**config.mk**
```make
export PLATFORM = sky130hd
export DESIGN_NAME = scct_top
export DESIGN_NICKNAME = d
export VERILOG_FILES = /design/src/design/scct_pkg.sv /design/src/design/scct_prescaler.sv /design/src/design/scct_top.sv
export SDC_FILE = /design/constraint.sdc
export NUM_CORES = 1
export LEC_CHECK = 0
export ABC_AREA = 1
export BUFFER_PORTS_ARGS = -buffer_cell sky130_fd_sc_hd__buf_2
export CAP_MARGIN = 30
export CORE_UTILIZATION = 60
export DETAILED_ROUTE_END_ITERATION = 8
export PLACE_DENSITY_LB_ADDON = 0.05
export SETUP_SLACK_MARGIN = 0.3
export SYNTH_ARGS = -nofsm -noshare
export SYNTH_HDL_FRONTEND = slang
export SYNTH_HIERARCHICAL = 1
export SYNTH_SLANG_ARGS = --single-unit
```
**constraint.sdc**
```tcl
create_clock -name i_clk -period 3.35 [get_ports i_clk]
set_input_delay 0.335 -clock i_clk [delete_from_list [all_inputs] [get_ports i_clk]]
set_output_delay 0.335 -clock i_clk [all_outputs]
set_load 0.005 [all_outputs]
```
**src/design/scct_pkg.sv**
```systemverilog
// Shared constants and types for the slow clock counter and periodic ticker
package scct_pkg;

  // ==========================================================================
  // Register indices (Avalon word address = index, byte address = 4 * index)
  localparam logic [4:0] SCCT_IDX_CTRL     = 5'h00;
  localparam logic [4:0] SCCT_IDX_STATUS   = 5'h01;
  localparam logic [4:0] SCCT_IDX_IRQEN    = 5'h02;
  localparam logic [4:0] SCCT_IDX_IRQFLAG  = 5'h03;
  localparam logic [4:0] SCCT_IDX_DEBUG    = 5'h05;
  localparam logic [4:0] SCCT_IDX_TRIM     = 5'h06;
  localparam logic [4:0] SCCT_IDX_SRCSEL   = 5'h07;
  localparam logic [4:0] SCCT_IDX_COUNT    = 5'h08;
  localparam logic [4:0] SCCT_IDX_WRAP     = 5'h0A;
  localparam logic [4:0] SCCT_IDX_MATCH    = 5'h0C;
  localparam logic [4:0] SCCT_IDX_TCTRL    = 5'h10;
  localparam logic [4:0] SCCT_IDX_TSTATUS  = 5'h11;
  localparam logic [4:0] SCCT_IDX_TIRQEN   = 5'h12;
  localparam logic [4:0] SCCT_IDX_TIRQFLAG = 5'h13;
  localparam logic [4:0] SCCT_IDX_TDEBUG   = 5'h15;

  // ==========================================================================
  // Field positions
  localparam int unsigned SCCT_BIT_WRAP      = 0;
  localparam int unsigned SCCT_BIT_MATCH     = 1;
  localparam int unsigned SCCT_BIT_TICK      = 0;
  localparam int unsigned SCCT_BIT_DBG       = 0;
  localparam int unsigned SCCT_BUSY_CTRL     = 0;
  localparam int unsigned SCCT_BUSY_COUNT    = 1;
  localparam int unsigned SCCT_BUSY_WRAP     = 2;
  localparam int unsigned SCCT_BUSY_MATCH    = 3;
  localparam int unsigned SCCT_BUSY_TCTRL    = 4;
  localparam int unsigned SCCT_NUM_BUSY      = 5;
  localparam int unsigned SCCT_TAP_LOW_BIT   = 5;
  localparam int unsigned SCCT_TAP_COUNT     = 8;

  // ==========================================================================
  // Reset values and timing
  localparam logic [7:0]  SCCT_RST_BYTE     = 8'h00;
  localparam logic [15:0] SCCT_RST_COUNT    = 16'h0000;
  localparam logic [15:0] SCCT_RST_WRAP     = 16'hFFFF;
  localparam logic [15:0] SCCT_RST_MATCH    = 16'h0000;
  localparam logic [1:0]  SCCT_SYNC_TICKS   = 2'h2;
  localparam logic [19:0] SCCT_CORR_SPAN    = 20'hF4240;
  localparam logic [3:0]  SCCT_PERIOD_OFF   = 4'h0;
  localparam logic [3:0]  SCCT_PERIOD_RSV   = 4'hF;

  // ==========================================================================
  // Register layouts
  typedef struct packed {
    logic       keep;
    logic [3:0] presc;
    logic       corr;
    logic       rsv;
    logic       en;
  } scct_ctrl_type;

  typedef struct packed {
    logic       rsv7;
    logic [3:0] period;
    logic [1:0] rsv;
    logic       en;
  } scct_tctrl_type;

  typedef struct packed {
    logic       sign;
    logic [6:0] mag;
  } scct_trim_type;

endpackage

```
**src/design/scct_prescaler.sv**
```systemverilog
// Shared 15-bit prescaler with evenly spread crystal error correction
`timescale 1ns/1ns
module scct_prescaler (
  input  wire logic                  i_clk,
  input  wire logic                  i_rst_b,
  input  wire logic                  i_slow_tick,
  input  wire logic                  i_run,
  input  wire logic                  i_corr_en,
  input  wire scct_pkg::scct_trim_type i_trim,
  input  wire logic [3:0]            i_presc,
  output logic      [14:0]           o_psc_q,
  output logic                       o_div_tick_q
);

  logic [19:0] acc_q;
  logic        pend_q;
  logic [1:0]  step;
  logic [14:0] psc_d;
  logic [20:0] acc_sum;

  // True when advancing from a to b crosses a multiple of 2**p; a wrap of the
  // 15-bit count crosses every multiple, so division by 32768 still ticks
  function automatic logic crosses(input logic [14:0] a, input logic [14:0] b,
                                   input logic [3:0] p);
    logic [15:0] ua;
    logic [15:0] ub;
    ua = {1'b0, a} >> p;
    ub = {1'b0, b} >> p;
    crosses = (ua != ub) | (b < a);
  endfunction

  // A correction cycle either holds the count (extra cycle) or skips one
  always_comb begin
    step = 2'h1;
    if (pend_q) begin
      step = i_trim.sign ? 2'h2 : 2'h0;
    end
    psc_d   = o_psc_q + {13'h0000, step};
    acc_sum = {1'b0, acc_q} + {14'h0000, i_trim.mag};
  end

  // ==========================================================================
  // Prescaler counter, stopped while both functions are off
  always_ff @(posedge i_clk or negedge i_rst_b) begin
    if (!i_rst_b) begin
      o_psc_q      <= 15'h0000;
      o_div_tick_q <= 1'b0;
    end else begin
      o_div_tick_q <= 1'b0;
      if (i_slow_tick && i_run) begin
        o_psc_q      <= psc_d;
        o_div_tick_q <= crosses(o_psc_q, psc_d, i_presc);
      end
    end
  end

  // ==========================================================================
  // Correction accumulator; a pending cycle still completes after disable
  always_ff @(posedge i_clk or negedge i_rst_b) begin
    if (!i_rst_b) begin
      acc_q  <= 20'h00000;
      pend_q <= 1'b0;
    end else if (i_slow_tick && i_run) begin
      if (pend_q) begin
        pend_q <= 1'b0;
      end
      if (i_corr_en) begin
        if (acc_sum >= {1'b0, scct_pkg::SCCT_CORR_SPAN}) begin
          acc_q  <= 20'(acc_sum - {1'b0, scct_pkg::SCCT_CORR_SPAN});
          pend_q <= 1'b1;
        end else begin
          acc_q <= acc_sum[19:0];
        end
      end
    end
  end

endmodule

```
**src/design/scct_top.sv**
```systemverilog
// Slow clock counter and periodic ticker with Avalon-MM register access
//
// The address map and the Avalon-MM interface to the registers are this design's own decisions.
`timescale 1ns/1ns

module scct_top (
  input  wire logic        i_clk,
  input  wire logic        i_rst_b,
  input  wire logic        i_slow_clk,
  input  wire logic        i_cpu_halted,
  input  wire logic        i_sleep_standby,
  input  wire logic [4:0]  i_avs_address,
  input  wire logic        i_avs_read,
  input  wire logic        i_avs_write,
  input  wire logic [31:0] i_avs_writedata,
  input  wire logic [3:0]  i_avs_byteenable,
  output logic      [31:0] o_avs_readdata,
  output logic             o_avs_waitrequest,
  output logic [1:0]       o_source_select_q,
  output logic             o_counter_irq_q,
  output logic             o_ticker_irq_q,
  output logic             o_wrap_event_q,
  output logic             o_match_event_q,
  output logic             o_ticker_out_q,
  output logic [7:0]       o_tap_events_q
);

  // ==========================================================================
  // Slow clock pin synchroniser and edge detector
  logic slow_s1_q;
  logic slow_s2_q;
  logic slow_s3_q;
  logic slow_tick;

  always_ff @(posedge i_clk or negedge i_rst_b) begin
    if (!i_rst_b) begin
      slow_s1_q <= 1'b0;
      slow_s2_q <= 1'b0;
      slow_s3_q <= 1'b0;
    end else begin
      slow_s1_q <= i_slow_clk;
      slow_s2_q <= slow_s1_q;
      slow_s3_q <= slow_s2_q;
    end
  end

  assign slow_tick = slow_s2_q & ~slow_s3_q;

  // ==========================================================================
  // Software-visible registers and their active copies
  scct_pkg::scct_ctrl_type  ctrl_q;
  scct_pkg::scct_ctrl_type  ctrl_act_q;
  scct_pkg::scct_tctrl_type tctrl_q;
  scct_pkg::scct_tctrl_type tctrl_act_q;
  scct_pkg::scct_trim_type  trim_q;
  logic [15:0] count_q;
  logic [15:0] count_wr_q;
  logic [15:0] wrap_q;
  logic [15:0] wrap_act_q;
  logic [15:0] match_q;
  logic [15:0] match_act_q;
  logic [1:0]  irq_en_q;
  logic [1:0]  irq_flag_q;
  logic        tirq_en_q;
  logic        tirq_flag_q;
  logic        cnt_dbg_q;
  logic        tick_dbg_q;
  logic [1:0]  busy_q [scct_pkg::SCCT_NUM_BUSY];
  logic [scct_pkg::SCCT_NUM_BUSY-1:0] busy;
  logic [scct_pkg::SCCT_NUM_BUSY-1:0] apply;
  logic [scct_pkg::SCCT_NUM_BUSY-1:0] wr_hit;

  // ==========================================================================
  // Avalon-MM slave: one wait cycle, then the access completes
  logic wr_take;
  logic rd_prep;

  assign wr_take = i_avs_write & ~o_avs_waitrequest;
  assign rd_prep = i_avs_read & o_avs_waitrequest;

  always_ff @(posedge i_clk or negedge i_rst_b) begin
    if (!i_rst_b) begin
      o_avs_waitrequest <= 1'b1;
    end else begin
      o_avs_waitrequest <= ~((i_avs_read | i_avs_write) & o_avs_waitrequest);
    end
  end

  // Byte-lane merge used by the 16-bit COUNT, WRAP and MATCH registers
  function automatic logic [15:0] merge16(input logic [15:0] old_v,
                                          input logic [31:0] wdata,
                                          input logic [3:0] be);
    merge16 = {be[1] ? wdata[15:8] : old_v[15:8], be[0] ? wdata[7:0] : old_v[7:0]};
  endfunction

  function automatic logic wr_at(input logic [4:0] idx);
    wr_at = wr_take & (i_avs_address == idx) & i_avs_byteenable[0];
  endfunction

  assign wr_hit[scct_pkg::SCCT_BUSY_CTRL]  = wr_at(scct_pkg::SCCT_IDX_CTRL);
  assign wr_hit[scct_pkg::SCCT_BUSY_COUNT] = wr_take & (i_avs_address == scct_pkg::SCCT_IDX_COUNT)
                                             & (|i_avs_byteenable[1:0]);
  assign wr_hit[scct_pkg::SCCT_BUSY_WRAP]  = wr_take & (i_avs_address == scct_pkg::SCCT_IDX_WRAP)
                                             & (|i_avs_byteenable[1:0]);
  assign wr_hit[scct_pkg::SCCT_BUSY_MATCH] = wr_take & (i_avs_address == scct_pkg::SCCT_IDX_MATCH)
                                             & (|i_avs_byteenable[1:0]);
  assign wr_hit[scct_pkg::SCCT_BUSY_TCTRL] = wr_at(scct_pkg::SCCT_IDX_TCTRL);

  // ==========================================================================
  // Plain writable registers
  always_ff @(posedge i_clk or negedge i_rst_b) begin
    if (!i_rst_b) begin
      ctrl_q            <= scct_pkg::scct_ctrl_type'(scct_pkg::SCCT_RST_BYTE);
      tctrl_q           <= scct_pkg::scct_tctrl_type'(scct_pkg::SCCT_RST_BYTE);
      trim_q            <= scct_pkg::scct_trim_type'(scct_pkg::SCCT_RST_BYTE);
      count_wr_q        <= scct_pkg::SCCT_RST_COUNT;
      wrap_q            <= scct_pkg::SCCT_RST_WRAP;
      match_q           <= scct_pkg::SCCT_RST_MATCH;
      irq_en_q          <= 2'h0;
      tirq_en_q         <= 1'b0;
      cnt_dbg_q         <= 1'b0;
      tick_dbg_q        <= 1'b0;
      o_source_select_q <= 2'h0;
    end else begin
      if (wr_hit[scct_pkg::SCCT_BUSY_CTRL]) begin
        ctrl_q     <= scct_pkg::scct_ctrl_type'(i_avs_writedata[7:0]);
        ctrl_q.rsv <= 1'b0;
      end
      if (wr_hit[scct_pkg::SCCT_BUSY_TCTRL]) begin
        tctrl_q        <= scct_pkg::scct_tctrl_type'(i_avs_writedata[7:0]);
        tctrl_q.rsv7   <= 1'b0;
        tctrl_q.rsv    <= 2'h0;
      end
      if (wr_hit[scct_pkg::SCCT_BUSY_COUNT]) begin
        count_wr_q <= merge16(count_q, i_avs_writedata, i_avs_byteenable);
      end
      if (wr_hit[scct_pkg::SCCT_BUSY_WRAP]) begin
        wrap_q <= merge16(wrap_q, i_avs_writedata, i_avs_byteenable);
      end
      if (wr_hit[scct_pkg::SCCT_BUSY_MATCH]) begin
        match_q <= merge16(match_q, i_avs_writedata, i_avs_byteenable);
      end
      if (wr_at(scct_pkg::SCCT_IDX_TRIM)) begin
        trim_q <= scct_pkg::scct_trim_type'(i_avs_writedata[7:0]);
      end
      if (wr_at(scct_pkg::SCCT_IDX_IRQEN)) begin
        irq_en_q <= i_avs_writedata[1:0];
      end
      if (wr_at(scct_pkg::SCCT_IDX_TIRQEN)) begin
        tirq_en_q <= i_avs_writedata[scct_pkg::SCCT_BIT_TICK];
      end
      if (wr_at(scct_pkg::SCCT_IDX_DEBUG)) begin
        cnt_dbg_q <= i_avs_writedata[scct_pkg::SCCT_BIT_DBG];
      end
      if (wr_at(scct_pkg::SCCT_IDX_TDEBUG)) begin
        tick_dbg_q <= i_avs_writedata[scct_pkg::SCCT_BIT_DBG];
      end
      if (wr_at(scct_pkg::SCCT_IDX_SRCSEL)) begin
        o_source_select_q <= i_avs_writedata[1:0];
      end
    end
  end

  // ==========================================================================
  // Slow-domain synchronisation: each CTRL, COUNT, WRAP, MATCH or TCTRL write lands two slow cycles later
  always_ff @(posedge i_clk or negedge i_rst_b) begin
    if (!i_rst_b) begin
      for (int i = 0; i < scct_pkg::SCCT_NUM_BUSY; i++) begin
        busy_q[i] <= 2'h0;
      end
    end else begin
      for (int i = 0; i < scct_pkg::SCCT_NUM_BUSY; i++) begin
        if (wr_hit[i]) begin
          busy_q[i] <= scct_pkg::SCCT_SYNC_TICKS;
        end else if (slow_tick && busy[i]) begin
          busy_q[i] <= busy_q[i] - 2'h1;
        end
      end
    end
  end

  always_comb begin
    for (int i = 0; i < scct_pkg::SCCT_NUM_BUSY; i++) begin
      busy[i]  = (busy_q[i] != 2'h0);
      apply[i] = slow_tick & (busy_q[i] == 2'h1) & ~wr_hit[i];
    end
  end

  always_ff @(posedge i_clk or negedge i_rst_b) begin
    if (!i_rst_b) begin
      ctrl_act_q  <= scct_pkg::scct_ctrl_type'(scct_pkg::SCCT_RST_BYTE);
      tctrl_act_q <= scct_pkg::scct_tctrl_type'(scct_pkg::SCCT_RST_BYTE);
      wrap_act_q  <= scct_pkg::SCCT_RST_WRAP;
      match_act_q <= scct_pkg::SCCT_RST_MATCH;
    end else begin
      if (apply[scct_pkg::SCCT_BUSY_CTRL]) begin
        ctrl_act_q <= ctrl_q;
      end
      if (apply[scct_pkg::SCCT_BUSY_TCTRL]) begin
        tctrl_act_q <= tctrl_q;
      end
      if (apply[scct_pkg::SCCT_BUSY_WRAP]) begin
        wrap_act_q <= wrap_q;
      end
      if (apply[scct_pkg::SCCT_BUSY_MATCH]) begin
        match_act_q <= match_q;
      end
    end
  end

  // ==========================================================================
  // Shared prescaler; its phase is kept across enables
  logic [14:0] psc;
  logic        div_tick;
  logic        psc_run;

  assign psc_run = ctrl_act_q.en | tctrl_act_q.en;

  scct_prescaler u_prescaler (
    .i_clk        (i_clk),
    .i_rst_b      (i_rst_b),
    .i_slow_tick  (slow_tick),
    .i_run        (psc_run),
    .i_corr_en    (ctrl_act_q.corr),
    .i_trim       (trim_q),
    .i_presc      (ctrl_act_q.presc),
    .o_psc_q      (psc),
    .o_div_tick_q (div_tick)
  );

  // ==========================================================================
  // Counter with wrap and match
  logic cnt_run;
  logic cnt_step;
  logic hit_wrap;
  logic hit_match;

  assign cnt_run   = ctrl_act_q.en & ~(i_cpu_halted & ~cnt_dbg_q)
                     & ~(i_sleep_standby & ~ctrl_act_q.keep);
  assign cnt_step  = div_tick & cnt_run;
  assign hit_wrap  = cnt_step & (count_q == wrap_act_q);
  assign hit_match = cnt_step & (count_q == match_act_q);

  always_ff @(posedge i_clk or negedge i_rst_b) begin
    if (!i_rst_b) begin
      count_q <= scct_pkg::SCCT_RST_COUNT;
    end else if (apply[scct_pkg::SCCT_BUSY_COUNT]) begin
      count_q <= count_wr_q;
    end else if (hit_wrap) begin
      count_q <= 16'h0000;
    end else if (cnt_step) begin
      count_q <= count_q + 16'h0001;
    end
  end

  // Pulses are stretched to one slow period, cleared by the next slow edge
  always_ff @(posedge i_clk or negedge i_rst_b) begin
    if (!i_rst_b) begin
      o_wrap_event_q  <= 1'b0;
      o_match_event_q <= 1'b0;
    end else begin
      if (hit_wrap) begin
        o_wrap_event_q <= 1'b1;
      end else if (slow_tick) begin
        o_wrap_event_q <= 1'b0;
      end
      if (hit_match) begin
        o_match_event_q <= 1'b1;
      end else if (slow_tick) begin
        o_match_event_q <= 1'b0;
      end
    end
  end

  // ==========================================================================
  // Ticker output and level taps
  logic tick_level;
  logic tick_rise;

  always_comb begin
    tick_level = 1'b0;
    if (tctrl_act_q.en && tctrl_act_q.period != scct_pkg::SCCT_PERIOD_OFF
        && tctrl_act_q.period != scct_pkg::SCCT_PERIOD_RSV) begin
      tick_level = psc[tctrl_act_q.period];
    end
    if (i_cpu_halted && !tick_dbg_q) begin
      tick_level = 1'b0;
    end
  end

  assign tick_rise = tick_level & ~o_ticker_out_q;

  always_ff @(posedge i_clk or negedge i_rst_b) begin
    if (!i_rst_b) begin
      o_ticker_out_q <= 1'b0;
      o_tap_events_q <= 8'h00;
    end else begin
      o_ticker_out_q <= tick_level;
      o_tap_events_q <= psc_run ? psc[scct_pkg::SCCT_TAP_LOW_BIT +: scct_pkg::SCCT_TAP_COUNT]
                                : 8'h00;
    end
  end

  // ==========================================================================
  // Interrupt flags: a set in the same cycle as a clear wins
  logic [1:0] flag_clr;
  logic       tflag_clr;

  assign flag_clr  = wr_at(scct_pkg::SCCT_IDX_IRQFLAG) ? i_avs_writedata[1:0] : 2'h0;
  assign tflag_clr = wr_at(scct_pkg::SCCT_IDX_TIRQFLAG)
                     & i_avs_writedata[scct_pkg::SCCT_BIT_TICK];

  always_ff @(posedge i_clk or negedge i_rst_b) begin
    if (!i_rst_b) begin
      irq_flag_q      <= 2'h0;
      tirq_flag_q     <= 1'b0;
      o_counter_irq_q <= 1'b0;
      o_ticker_irq_q  <= 1'b0;
    end else begin
      irq_flag_q  <= (irq_flag_q & ~flag_clr) | {hit_match, hit_wrap};
      tirq_flag_q <= (tirq_flag_q & ~tflag_clr) | tick_rise;
      o_counter_irq_q <= |(irq_flag_q & irq_en_q);
      o_ticker_irq_q  <= tirq_flag_q & tirq_en_q;
    end
  end

  // ==========================================================================
  // Read data, prepared in the wait cycle; unmapped words read zero
  always_ff @(posedge i_clk or negedge i_rst_b) begin
    if (!i_rst_b) begin
      o_avs_readdata <= 32'h00000000;
    end else if (rd_prep) begin
      unique case (i_avs_address)
        scct_pkg::SCCT_IDX_CTRL:     o_avs_readdata <= {24'h000000, ctrl_q};
        scct_pkg::SCCT_IDX_STATUS:   o_avs_readdata <= {28'h0000000, busy[3:0]};
        scct_pkg::SCCT_IDX_IRQEN:    o_avs_readdata <= {30'h00000000, irq_en_q};
        scct_pkg::SCCT_IDX_IRQFLAG:  o_avs_readdata <= {30'h00000000, irq_flag_q};
        scct_pkg::SCCT_IDX_DEBUG:    o_avs_readdata <= {31'h00000000, cnt_dbg_q};
        scct_pkg::SCCT_IDX_TRIM:     o_avs_readdata <= {24'h000000, trim_q};
        scct_pkg::SCCT_IDX_SRCSEL:   o_avs_readdata <= {30'h00000000, o_source_select_q};
        scct_pkg::SCCT_IDX_COUNT:    o_avs_readdata <= {16'h0000, count_q};
        scct_pkg::SCCT_IDX_WRAP:     o_avs_readdata <= {16'h0000, wrap_q};
        scct_pkg::SCCT_IDX_MATCH:    o_avs_readdata <= {16'h0000, match_q};
        scct_pkg::SCCT_IDX_TCTRL:    o_avs_readdata <= {24'h000000, tctrl_q};
        scct_pkg::SCCT_IDX_TSTATUS:  o_avs_readdata <= {31'h00000000, busy[4]};
        scct_pkg::SCCT_IDX_TIRQEN:   o_avs_readdata <= {31'h00000000, tirq_en_q};
        scct_pkg::SCCT_IDX_TIRQFLAG: o_avs_readdata <= {31'h00000000, tirq_flag_q};
        scct_pkg::SCCT_IDX_TDEBUG:   o_avs_readdata <= {31'h00000000, tick_dbg_q};
        default:                     o_avs_readdata <= 32'h00000000;
      endcase
    end
  end

endmodule

```
==> qor.txt <==
Worst Setup End Kind - flop
Slowest-stage cell, CP - dfrtp_1
Comb pwr share - 41.5%
Via/cell ratio - 5.56
TritonCTS buffer count - 25
Clk network pwr share - 24.8%
Pleak - 8.23 nW
Pre-antenna DRT Iters - 6
Final Critical Period - 3.06 ns
Predominant post-synthesis flop cell - dfrtp_1
Nets - 2185
Share of cells above drive strength 1 - 16.5%
Syn-to-layout area delta - 15.3%
Ant. Diodes - 0
CP required - 3.78 ns
TritonCTS clock tree - yes
Detailed Route WL - 39900 um
Clk buf depth - 3
Cell Area, Placed - 14600 um2
Peak VDD IR - 0.000515 V
1st-iter DRT viols - 1123
Worst-margin pin slew - 0.846 ns
Final setup fails - 0
Pin count of the biggest net entering global routing - 84
Async SR Flop Fraction - 100%
Overall power - 11.7 mW
Critical path startpoint category - flop
Clock Latency Late Sink - 0.55 ns
Die X - 155 um
Rel. slew slack - 43.6%
DR WL/cell - 16.4 um
Hold Crit Class - primary input to flop
Vert. Die Dim - 155 um
Largest stage delay on the critical path - 0.40 ns
Initial antenna violation count - 0
Vias in the first global route - 12700
Full die area - 24000 um2
Placer Congestion - 0.952
Final Cell Area - 16200 um2
Clk root buf - clkbuf_16
Sequential Area - 5500 um2
DR vias - 13600
Grt total ovfl - 0
Drc violations - 0
Htree depth - 1
F_max - 326 MHz
Slew Viols, Final - 0
Ports - 96
Starting Density - 61.7%
Gate count after technology mapping - 2031
Critical Path AT - 3.49 ns
Post-synth EDFFs - 0
Cell Pwr Density - 725 nW/um2
Clk pin slew, worst setup/hold paths - 0.07 ns
Crit path buffers/inverters - 5
Worst hold slack - 0.0487 ns
Pint - 6.90 mW
Flop pwr share - 33.7%
Yosys warnings - 6
First-pass GRT wire length - 63700 um
Synth unique cells - 51
Tot GR Track Use - 33.3%
CTS sink cnt - 218
Netlist Area Pre-Place - 14100 um2
Quantity of I/O buffers inserted on ports - 61
Register area share after synthesis - 39.1%
Crit path max fanout - 3
CP top delay family - simple AND/OR/NAND/NOR gates
Dpl hpwl - 28100 um
CORE AREA - 22800 um2
Avg Cell Area, Syn - 6.92 um2
Site row count - 55
RSZ-0062 raised after global routing - true
Crit path kind - flop to flop
Final Skew - 0.0187 ns
P_sw - 4.85 mW
Commonest non-fill, non-tap cell in the layout - nand2_1
Post-synthesis register bit count - 218
Status - completed
Fin. Hold Viols - 0
Most frequent cells in the layout - 635 x nand2_1, 212 x inv_1, 184 x dfrtp_1
CP most frequent cell - nand2_1
Period Utilization, post-route - 91.4%
Sw Share - 41.3%
Multi-input logic area - 7690 um2
Final ANT Viol Nets - 0
Max Cap Viol - 0
Fillers - 1871
[power groups by stage]
| stage | Clock, mW | Combinational (mW) | Sequential [mW] |
|---|---|---|---|
| 2_1_floorplan | 0 | 3.55 | 3.62 |
| 3_3_place_gp | 0 | 4.27 | 3.92 |
| 3_5_place_dp | 0 | 4.37 | 3.94 |
| 4_1_cts | 2.94 | 4.59 | 3.93 |
| 5_1_grt | 3.05 | 5.50 | 4.03 |
| 6_report | 2.91 | 4.88 | 3.95 |
[worst register-to-register path: stages, from the launching register on]
cell	delay, ns
dfrtp_1	0.40
nand2_1	0.08
inv_2	0.05
ha_4	0.25
nand3_2	0.06
nand2_2	0.11
nand2_4	0.07
nor3_4	0.15
nand3_2	0.15
buf_6	0.16
inv_1	0.05
ha_1	0.25
inv_2	0.11
nand2_1	0.09
nand3_1	0.14
nand3_1	0.08
nand2_1	0.14
nand2_1	0.08
nand2_1	0.06
nand2_1	0.05
clkinv_1	0.05
nand2_1	0.08
nor2_4	0.12
nand2_2	0.06
nor2_2	0.07
nor2_1	0.04
[flip-flops by register name (all words and copies together), names as in the netlist, 10 cells and up]
signal	flops
match_act_q	16
u_prescaler/o_psc_q	15
u_prescaler/acc_q	20
busy_q	10
o_avs_readdata	16
wrap_q	16
count_q	16
wrap_act_q	16
match_q	16
count_wr_q	16
[final timing paths]
kind,startpoint,endpoint,slack [ns],cells after the start
hold / removal,i_avs_writedata[14],wrap_q[14],0.05,3
hold reg to reg,slow_s1_q,slow_s2_q,0.35,0
setup reg to reg,trim_q[7],u_prescaler/o_div_tick_q,0.29,25
max in group asynchronous,i_rst_b,wrap_act_q[2],2.02,3
setup / recovery,trim_q[7],u_prescaler/o_div_tick_q,0.29,25
min in group asynchronous,i_rst_b,u_prescaler/o_psc_q[12],0.34,2
[cells in the mapped netlist, drive strengths merged, types with 3 or more instances]
| library cell | instances | area, um2 |
|---|---|---|
| nand2 | 672 | 2580 |
| inv | 242 | 908 |
| nand3 | 198 | 1030 |
| o21ai | 195 | 976 |
| dfrtp | 185 | 4630 |
| nor2 | 168 | 719 |
| buf | 59 | 345 |
| nand4 | 40 | 250 |
| dfstp | 33 | 867 |
| a21oi | 31 | 166 |
| ha | 29 | 363 |
| clkbuf | 28 | 108 |
| xor2 | 24 | 210 |
| a31oi | 22 | 138 |
| nor3 | 18 | 100 |
| xnor2 | 16 | 159 |
| clkinv | 12 | 45.0 |
| nand3b | 12 | 90.1 |
| o211ai | 11 | 82.6 |
| o22ai | 7 | 43.8 |
| or2 | 7 | 43.8 |
| mux2 | 4 | 45.0 |
| o21bai | 3 | 22.5 |
[what timing repair did]
action | CTS | global route
endpoints found under the setup margin | 16 | 16
hold endpoints to repair | 73 | 0
resized for setup | 40 | 74
hold buffers | 4 | 0
setup buffers | 12 | 12
pin swaps | 30 | 51
gates cloned | 1 | 1
[stage by stage]
step                std cells  setup slack (ns)  TNS [ns]  util [%]
finish                   2438             0.287         0      71.2
global route             2438             0.150         0      71.2
CTS                      2425             0.180         0      69.4
detailed placement       2362          -0.00855   -0.0152      64.1
global placement         2362            0.0742         0      64.1
floorplan                2046             0.613         0         -
[final cells by class]
cell class	instances	area share (%)
multi-input combinational	1489	47.4
sequential	218	33.9
inverter	254	5.92
timing repair buffer	118	4.94
clock buffer	38	4.41
tap	313	2.42
clock inverter	8	0.957
[routing by layer]
| layer | part of all wire [%] | GRT usage, % |
|---|---|---|
| met4 | 4.2 | 14.1 |
| met5 | 0 | 0 |
| met2 | 50 | 59.0 |
| met3 | 5.2 | 3.84 |
| met1 | 41 | 41.1 |
[cell families after synthesis]
| kind of cell | Yosys count | share of synthesized area [%] |
|---|---|---|
| AO/OA/AOI/OAI | 276 | 10.6 |
| buffers and inverters | 341 | 10.0 |
| XOR/XNOR | 40 | 2.63 |
| other | 1 | 0.0267 |
| AND/OR/NAND/NOR | 1119 | 34.4 |
| flip-flops | 218 | 39.1 |
| multiplexers | 5 | 0.392 |
| adder cells (fa/ha/maj) | 31 | 2.87 |
No activity file was read; power rests on OpenSTA's default activity.
